## config.mk

```make
export PLATFORM = sky130hd
export DESIGN_NAME = sar_controller_end_flat
export DESIGN_NICKNAME = d
export VERILOG_FILES = /design/src/rtl/sar_link_pkg.sv /design/src/rtl/sar_link_if.sv /design/src/rtl/sar_controller_end.sv /design/src/flat_wrapper.sv
export SDC_FILE = /design/constraint.sdc
export NUM_CORES = 1
export LEC_CHECK = 0
export BUFFER_PORTS_ARGS = -buffer_cell sky130_fd_sc_hd__buf_2
export CELL_PAD_IN_SITES_DETAIL_PLACEMENT = 2
export CELL_PAD_IN_SITES_GLOBAL_PLACEMENT = 2
export CORE_MARGIN = 5
export CORE_UTILIZATION = 35
export DETAILED_ROUTE_END_ITERATION = 10
export MAX_ROUTING_LAYER = met4
export PLACE_DENSITY_LB_ADDON = 0.1
export SYNTH_ARGS = -nofsm -noshare
export SYNTH_HDL_FRONTEND = slang
export SYNTH_SLANG_ARGS = --single-unit
```

## constraint.sdc

```tcl
create_clock -name clk -period 2.8 [get_ports clk]
set_input_delay 0.56 -clock clk [delete_from_list [all_inputs] [get_ports clk]]
set_output_delay 0.56 -clock clk [all_outputs]
set_load 0.03 [all_outputs]
```

## src/rtl/sar_link_pkg.sv

```systemverilog
package sar_link_pkg;
    localparam int unsigned result_width = 18;
    localparam int unsigned frame_clocks = 19;
    localparam logic [17:0] code_pos_full = 18'h1FFFF;
    localparam logic [17:0] code_zero = 18'h00000;
    localparam logic [17:0] code_neg_step = 18'h3FFFF;
    localparam logic [17:0] code_neg_full = 18'h20000;
    localparam int unsigned clk_period_ns = 10;
    localparam int unsigned trigger_high_ns = 81;
    localparam int unsigned trigger_high_cycles =
        (trigger_high_ns + clk_period_ns - 1) / clk_period_ns;
    localparam int unsigned trigger_drop_ns = 50;
    localparam int unsigned trigger_drop_cycles =
        (trigger_drop_ns + clk_period_ns - 1) / clk_period_ns;
    localparam int unsigned trigger_to_clock_guard_ns = 100;
    localparam int unsigned trigger_to_clock_guard_cycles =
        (trigger_to_clock_guard_ns + clk_period_ns - 1) / clk_period_ns;
    localparam int unsigned bit_clock_half_cycles = 4;
    localparam int unsigned inter_conversion_interval_cycles = 8;
    localparam int unsigned max_rate_hz = 222000;
    localparam int unsigned clocks_per_second = 1000000000 / clk_period_ns;
    localparam int unsigned min_frame_cycles =
        (clocks_per_second + max_rate_hz - 1) / max_rate_hz;
endpackage

```

## src/rtl/sar_link_if.sv

```systemverilog
`timescale 1ns/1ns
interface sar_link_if;
    logic trigger;
    logic bit_clock_input;
    logic data_left;
    logic data_right;
    modport converter (input trigger, input bit_clock_input, output data_left, output data_right);
    modport controller (output trigger, output bit_clock_input, input data_left, input data_right);
endinterface

```

## src/rtl/sar_controller_end.sv

```systemverilog
`timescale 1ns/1ns
module sar_controller_end
    import sar_link_pkg::*;
#(
    parameter int unsigned half_cycles = bit_clock_half_cycles,
    parameter int unsigned gap_cycles = inter_conversion_interval_cycles
)
(
    // system
    input wire logic clk,
    input wire logic rst,
    input wire logic ce,
    // link
    sar_link_if.controller link,
    // user
    input wire logic start,
    output logic busy,
    output logic result_valid,
    output logic [result_width-1:0] result_left,
    output logic [result_width-1:0] result_right
);
    typedef enum logic [2:0] {idle, trig_hi, guard, clk_lo, clk_hi, gap} phase_t;
    typedef struct packed {
        phase_t phase;
        logic [15:0] cnt;
        logic [15:0] since;
        logic [4:0] edges;
        logic trig;
        logic bclk;
        logic [result_width-1:0] sl;
        logic [result_width-1:0] sr;
        logic valid;
    } state_t;
    state_t cur;
    state_t next_s;

    // ****************************************
    // sequence
    // ****************************************
    always_comb begin
        next_s = cur;
        next_s.valid = 1'b0;
        next_s.cnt = cur.cnt + 16'h0001;
        // cycles since the last trigger was launched
        next_s.since = cur.since + 16'h0001;
        unique case (cur.phase)
            idle: begin
                next_s.cnt = '0;
                if (start) begin
                    next_s.phase = trig_hi;
                    next_s.trig = 1'b1;
                    next_s.edges = '0;
                    next_s.since = '0;
                end
            end
            trig_hi: if (cur.cnt == 16'(trigger_high_cycles - 1)) begin
                next_s.trig = 1'b0;
                next_s.phase = guard;
                next_s.cnt = '0;
            end
            guard: if (cur.cnt == 16'(trigger_to_clock_guard_cycles)) begin
                next_s.phase = clk_lo;
                next_s.cnt = '0;
            end
            clk_lo: if (cur.cnt == 16'(half_cycles - 1)) begin
                next_s.bclk = 1'b1;
                next_s.phase = clk_hi;
                next_s.cnt = '0;
                next_s.edges = cur.edges + 5'h01;
                // sample on rise: bit n decided at edge n appears after edge n, taken at edge n+1
                if (cur.edges >= 5'h01) begin
                    next_s.sl = {cur.sl[result_width-2:0], link.data_left};
                    next_s.sr = {cur.sr[result_width-2:0], link.data_right};
                end
            end
            clk_hi: if (cur.cnt == 16'(half_cycles - 1)) begin
                next_s.bclk = 1'b0;
                next_s.cnt = '0;
                if (cur.edges == 5'(frame_clocks)) begin
                    next_s.phase = gap;
                    next_s.valid = 1'b1;
                end else begin
                    next_s.phase = clk_lo;
                end
            end
            // hold off the next trigger so the rate never exceeds the maximum
            gap: if (cur.cnt >= 16'(gap_cycles) &&
                    cur.since >= 16'(min_frame_cycles - 1)) begin
                next_s.phase = idle;
            end
            default: next_s.phase = idle;
        endcase
    end

    always_ff @(posedge clk) begin
        if (rst) begin
            cur <= '0;
        end else if (ce) begin
            cur <= next_s;
        end
    end

    assign link.trigger = cur.trig;
    assign link.bit_clock_input = cur.bclk;
    assign busy = cur.phase != idle;
    assign result_valid = cur.valid;
    assign result_left = cur.sl;
    assign result_right = cur.sr;
endmodule

```

## src/flat_wrapper.sv

```systemverilog
// flat-port wrapper written by rule: the top's interface ports become plain ports
module sar_controller_end_flat import sar_link_pkg::*;
#(
    parameter int unsigned half_cycles = bit_clock_half_cycles,
    parameter int unsigned gap_cycles = inter_conversion_interval_cycles
)
  (clk, rst, ce, start, busy, result_valid, result_left, result_right, link_trigger, link_bit_clock_input, link_data_left, link_data_right);
  sar_link_if link_i ();
  input wire logic clk;
  input wire logic rst;
  input wire logic ce;
  input wire logic start;
  output logic busy;
  output logic result_valid;
  output logic [result_width-1:0] result_left;
  output logic [result_width-1:0] result_right;
  output wire logic [$bits(link_i.trigger)-1:0] link_trigger;
  output wire logic [$bits(link_i.bit_clock_input)-1:0] link_bit_clock_input;
  input wire logic [$bits(link_i.data_left)-1:0] link_data_left;
  input wire logic [$bits(link_i.data_right)-1:0] link_data_right;
  assign link_trigger = link_i.trigger;
  assign link_bit_clock_input = link_i.bit_clock_input;
  assign link_i.data_left = link_data_left;
  assign link_i.data_right = link_data_right;
  sar_controller_end #(.half_cycles(half_cycles), .gap_cycles(gap_cycles)) u_core (.clk(clk), .rst(rst), .ce(ce), .link(link_i), .start(start), .busy(busy), .result_valid(result_valid), .result_left(result_left), .result_right(result_right));
endmodule
```

==> impl_metrics.tcl, run 1 <==
set metrics [dict create \
    outcome "completed" \
    hold_viol 0 \
    synthSimpleGateAreaFrac 0.254 \
    cts_root_buf "clkbuf_16" \
    ys_seq_area_frac 0.395 \
    layout_common_cells "dfxtp_1 (79), nor2_1 (64), buf_2 (45)" \
    grt_use_total 0.155 \
    cts_tree "built" \
    routed_via_density 5.21 \
    worstPathMaxFanout 9 \
    antenna_found_initial 0 \
    io_buffers 45 \
    cts_resized 0 \
    worstPathArrival_ps 2500 \
    synth_fa_ha_area_frac 0.0219 \
    max_freq_mhz 447 \
    yosys-mux-area-fraction 0.0901 \
    avgRoutedWirePerCell_um 16.3 \
    required_ps 3060 \
    clock_latency_ps 340 \
    avgSynthCellArea_um2 9.09 \
    area_growth_pct 9.23 \
    synthDistinctLibCells 50 \
    ir_worst_vdd_mv 0.290 \
    drive_above_1_share 0.205 \
    setup_viol 0 \
    synth-seq-cells 79 \
    synth_compound_area_frac 0.0763 \
    ys.flop_type "dfxtp_1" \
    nNetsFinal 456 \
    ys_warn_count 0 \
    critical_path_class "reg2reg" \
    ioPinCount 46 \
    power_leakage_nw 1.91 \
    synthesis.nets 453 \
    max_stage_delay_ps 510 \
    grt_overflow_total 0 \
    cp-end-kind "flop" \
    synth-edff-count 0 \
    dp_slack_ps 553 \
    rows 39 \
    drc 0 \
    wl_um 9650 \
    initial_core_util 0.353 \
    clockBufferDepth 2 \
    syn_inst 440 \
    cts_hold_buf 0 \
    drv_slew 0 \
    grt_start_max_net_pins 48 \
    place_congestion 0.770 \
    num_vias 3079 \
    dpl.hpwl_um 6910 \
    core_mm2 0.0113 \
    skew_ps 6.43 \
    whs_ps 454 \
    startpoint_type "flop" \
    postCtsSetupBuffers 0 \
    cts_sinks 79 \
    finalPower_mw 2.55 \
    hp-class "in2reg" \
    fin_setup_tns_ps 0 \
    synth_xor_area_frac 0.0569 \
    synth_top_family_by_area "simple AND/OR/NAND/NOR gates" \
    setup_slack_ps 564 \
    die_h_um 117 \
    async_flop_share 0 \
    path_cells "nor4_2 -> nand4_1 -> o2bb2a_4 -> or4b_1 -> a21oi_1" \
    grt_pass1_wl_um 16100 \
    cpMaxStageDelayCell "or4b_1" \
    final_antenna_net_count 0 \
    cts_made_buffers 9 \
    tightest_slew_ps 587 \
    min_period_ps 2240 \
    grt_pass1_vias 3249 \
    die_w_um 117 \
    synth_area_mm2 0.00400 \
    dr.pass1.iters 4 \
    rsz0062_at_grt "false" \
    fin_util 0.386 \
    num_antenna_cells 0 \
    clk_pin_slew_worst_paths_ps 60 \
    final_common_cell "dfxtp_1" \
    fin_crit_sh 0.798 \
    maxCapViolations 0 \
    die-area_mm2 0.0137 \
    htreeDepth 3 \
    drt_iter0_drc 106 \
    slew_headroom 0.609 \
    p_per_area_mw_per_mm2 583 \
]
==> cells in the mapped netlist (2+ instances only) <==
cell | number | area, um2
or3_1 | 2 | 12.5
a31oi_1 | 2 | 12.5
nor3b_1 | 4 | 30.0
buf_4 | 38 | 285
clkbuf_1 | 11 | 41.3
mux2i_1 | 36 | 360
dfxtp_1 | 79 | 1580
nor4_2 | 3 | 37.5
and3b_1 | 2 | 17.5
a311oi_1 | 4 | 35.0
or4_1 | 5 | 37.5
and3_1 | 4 | 25.0
nand4_1 | 12 | 75.1
inv_1 | 9 | 33.8
nor4_4 | 2 | 42.5
nor2b_1 | 2 | 12.5
buf_6 | 2 | 22.5
nor2_1 | 64 | 240
a31o_2 | 2 | 17.5
nor4_1 | 6 | 37.5
buf_2 | 5 | 25.0
or4_4 | 3 | 33.8
xnor2_1 | 9 | 78.8
ha_1 | 7 | 87.6
nor3_1 | 12 | 60.1
nand3b_1 | 4 | 30.0
a21oi_1 | 17 | 85.1
buf_1 | 2 | 7.51
nand3_1 | 17 | 85.1
o21ai_0 | 6 | 30.0
o311ai_0 | 2 | 17.5
nand2_1 | 19 | 71.3
nand2b_1 | 2 | 12.5
xor2_1 | 17 | 149
nor3_2 | 11 | 110
o31ai_1 | 4 | 30.0
==> worst max-delay path, delay by kind of cell, from the launching register on <==
| family | cells | cell delay [ps] |
|---|---|---|
| DFF | 1 | 370 |
| and+or+nand+nor | 3 | 1290 |
| AOI/OAI and AO/OA | 2 | 500 |
==> metal layers <==
layer	vias up	share of wire	GRT usage
li1	1515	-	-
met3	10	0.024	0.0283
met1	1525	0.47	0.188
met5	-	0	-
met4	0	0.019	0.0665
met2	29	0.49	0.254
==> logic make-up (layout without fill, tap and decap cells) <==
logic type / after synthesis / after routing
multiplexers: 36 / 36
AND/OR/NAND/NOR: 180 / 180
AO/OA/AOI/OAI: 44 / 44
XOR/XNOR: 26 / 26
adder cells (fa/ha/maj): 7 / 7
buffers and inverters: 68 / 76
flip-flops: 79 / 79
==> metrics by stage <==
stage / instances / cell area, um2
after floorplan: 440 / 4000
after global placement: 575 / 4060
after detailed placement: 575 / 4060
after CTS: 591 / 4370
after global routing: 591 / 4370
final: 591 / 4370
==> layout make-up <==
| cell class | instances | area [um2] |
|---|---|---|
| clock inverter | 6 | 70.1 |
| sequential | 79 | 1580 |
| tap | 143 | 179 |
| clock buffer | 10 | 239 |
| multi-input combinational | 293 | 2000 |
| timing repair buffer | 50 | 263 |
| fill | 1281 | 6950 |
| inverter | 10 | 37.5 |
==> power breakdown <==
group	switching (mW)	internal, mW
sequential	0.0227	1.13
clock	0.487	0.719
combinational	0.126	0.0589
==> sequential cells by signal, indices dropped and copies added, names as in the netlist <==
signal / cells
u_core.link.trigger: 1
u_core.cur: 40
u_core.link.bit_clock_input: 1
u_core.result_left: 18
u_core.result_right: 18
u_core.result_valid: 1
==> worst paths after layout <==
path / start / end / slack, ps / cells past startpoint
max: u_core.cur[64] / u_core.cur[40] / 560 / 5
max reg2reg: u_core.cur[64] / u_core.cur[40] / 560 / 5
min: link_data_left / u_core.result_left[0] / 450 / 3
min reg2reg: u_core.result_valid / u_core.result_valid / 470 / 2
Power figures use the tool's default switching activity.
==> run 2: changes to the inputs <==
CORE_UTILIZATION = 33   (was 35)
clock period = 2 ns   (was 2.8 ns; I/O delays follow)
==> run 2 against run 1 <==
Compared with the run above: the flow now finishes with violations (negative setup slack); via count is 5.4% higher; non-clock buffer count increased by 40; count of clock-buffer cells in the layout unchanged; largest cell class unchanged.
==> impl_metrics.tcl, run 2 (synthesis gave the netlist of run 1 again) <==
set metrics [dict create \
    outcome "complete, but fails checks" \
    failed_checks "negative setup slack" \
    dpl_cell_area_mm2 0.00436 \
    pwr-share-clk 0.469 \
    hp-start "link_data_left" \
    cts_made_buffers 9 \
    layout_common_cells "dfxtp_1 (73), nor2_1 (63), buf_2 (45)" \
    worstPathMaxFanout 7 \
    cts_root_buf "clkbuf_16" \
    dp_slack_ps -163 \
    fin_crit_sh 1.05 \
    area_growth_pct 21.4 \
    grt_pass1_vias 3464 \
    cts_hold_buf 0 \
    swShare 0.241 \
    rsz0062_at_grt "true" \
    r2r-start "u_core.cur[75]" \
    critical_path_class "reg2reg" \
    die_w_um 120 \
    final_common_cell "dfxtp_1" \
    hold_viol 0 \
    maxCapViolations 0 \
    r2r.worst_path.cells 7 \
    slew_headroom 0.600 \
    worstPathArrival_ps 2320 \
    cts_tree "built" \
    setup_viol 18 \
    dpl.cell_count 613 \
    reg2reg_slack_ps -100 \
    num-fill-cells 1313 \
    skew_ps 6.74 \
    fin_setup_tns_ps -1310 \
    dr.pass1.iters 4 \
    setup_slack_ps -99.4 \
    ir_worst_vdd_mv 0.472 \
    finalPower_mw 3.72 \
    drc 0 \
    clockBufferDepth 2 \
    dpl.hpwl_um 7820 \
    ff_latch_area_mm2 0.00159 \
    drt_iter0_drc 146 \
    required_ps 2220 \
    crit_start "u_core.cur[75]" \
    rows 40 \
    ioPinCount 46 \
    antenna_found_initial 0 \
    p_per_area_mw_per_mm2 766 \
    place_congestion 0.775 \
    p_sw_mw 0.896 \
    power_leakage_nw 2.14 \
    cp-end-kind "flop" \
    design_area_mm2 0.00485 \
    tightest_slew_ps 595 \
    whs_path_depth 3 \
    holdPathEnd "u_core.result_left[0]" \
    intPower_mw 2.82 \
    pwr-share-seq 0.435 \
    htreeDepth 3 \
    core_mm2 0.0120 \
    clk_pin_slew_worst_paths_ps 60 \
    drive_above_1_share 0.307 \
    largest_register_ffs 40 \
    final_antenna_net_count 0 \
    io_buffers 45 \
    grt_start_max_net_pins 51 \
    max_freq_mhz 476 \
    nNetsFinal 496 \
    cts_sinks 79 \
    clock_latency_ps 340 \
    fin_util 0.406 \
    hp-class "in2reg" \
    routed_via_density 5.11 \
    num_antenna_cells 0 \
    multi_input_area_mm2 0.00210 \
    die-area_mm2 0.0144 \
    avgRoutedWirePerCell_um 17.9 \
    startpoint_type "flop" \
    drv_slew 0 \
    num_vias 3246 \
    power_frac_comb 0.096 \
    grt_overflow_total 0 \
    grt_use_total 0.161 \
    wl_um 11400 \
    die_h_um 120 \
    regMostFlops "u_core.cur" \
    grt_pass1_wl_um 18000 \
    rr_endpoint "u_core.cur[72]" \
    whs_ps 304 \
    min_period_ps 2100 \
    initial_core_util 0.334 \
    stdcell_count 635 \
]
## run 2: changes by cell type in the layout (fill, tap and decap cells not counted), moves of 3 or more
| cell | previous run | this run |
|---|---|---|
| or4_4 | 3 | 6 |
| buf_4 | 5 | 38 |
| or4_1 | 5 | 2 |
| nor4_4 | 2 | 5 |
| dfxtp_2 | 0 | 6 |
| clkinv_4 | 4 | 0 |
| buf_6 | 0 | 3 |
| dfxtp_1 | 79 | 73 |
## run 2: worst max path at each step
stage	slack, ps	endpoint
finish	-100	u_core.cur[72]
global route	-160	u_core.cur[72]
CTS	-50	u_core.cur[64]
detailed placement	-160	u_core.cur[39]
global placement	-120	u_core.cur[39]
floorplan	20	u_core.cur[76]
## run 2: cell type report
| type | count | area share |
|---|---|---|
| clock buffers | 10 | 0.0472 |
| well taps | 147 | 0.0379 |
| flip-flops and latches | 79 | 0.327 |
| repair buffers | 90 | 0.131 |
| inverters | 10 | 0.00773 |
| clock inverters | 6 | 0.0175 |
| multi-input cells | 293 | 0.432 |
## run 2: power groups by stage
stage	sequential, mW	combinational [mW]	clock (mW)
2_1_floorplan	1.64	0.215	0
3_3_place_gp	1.65	0.315	0
3_5_place_dp	1.65	0.322	0
4_1_cts	1.61	0.326	1.81
5_1_grt	1.62	0.387	1.89
6_report	1.62	0.358	1.74
## run 2: metal layers
layer / up-vias / global-route usage / part of all wire
met5: - / - / 0
met4: 0 / 0.0279 / 0.012
met3: 9 / 0.0504 / 0.028
met2: 32 / 0.278 / 0.52
met1: 1617 / 0.186 / 0.44
li1: 1588 / - / -
## run 2: what timing repair did
item	in CTS	in global routing
cloned	0	3
setup buffers	1	2
resized for setup	7	21
setup endpoints to repair	53	61
pin swaps	5	10
## run 2: critical path, stage by stage, from the launching register on
cell	delay, ps
dfxtp_2	340
or4_4	570
nor4_4	380
o22ai_4	140
nor4_4	160
buf_4	190
clkbuf_16	160
nor3_2	50
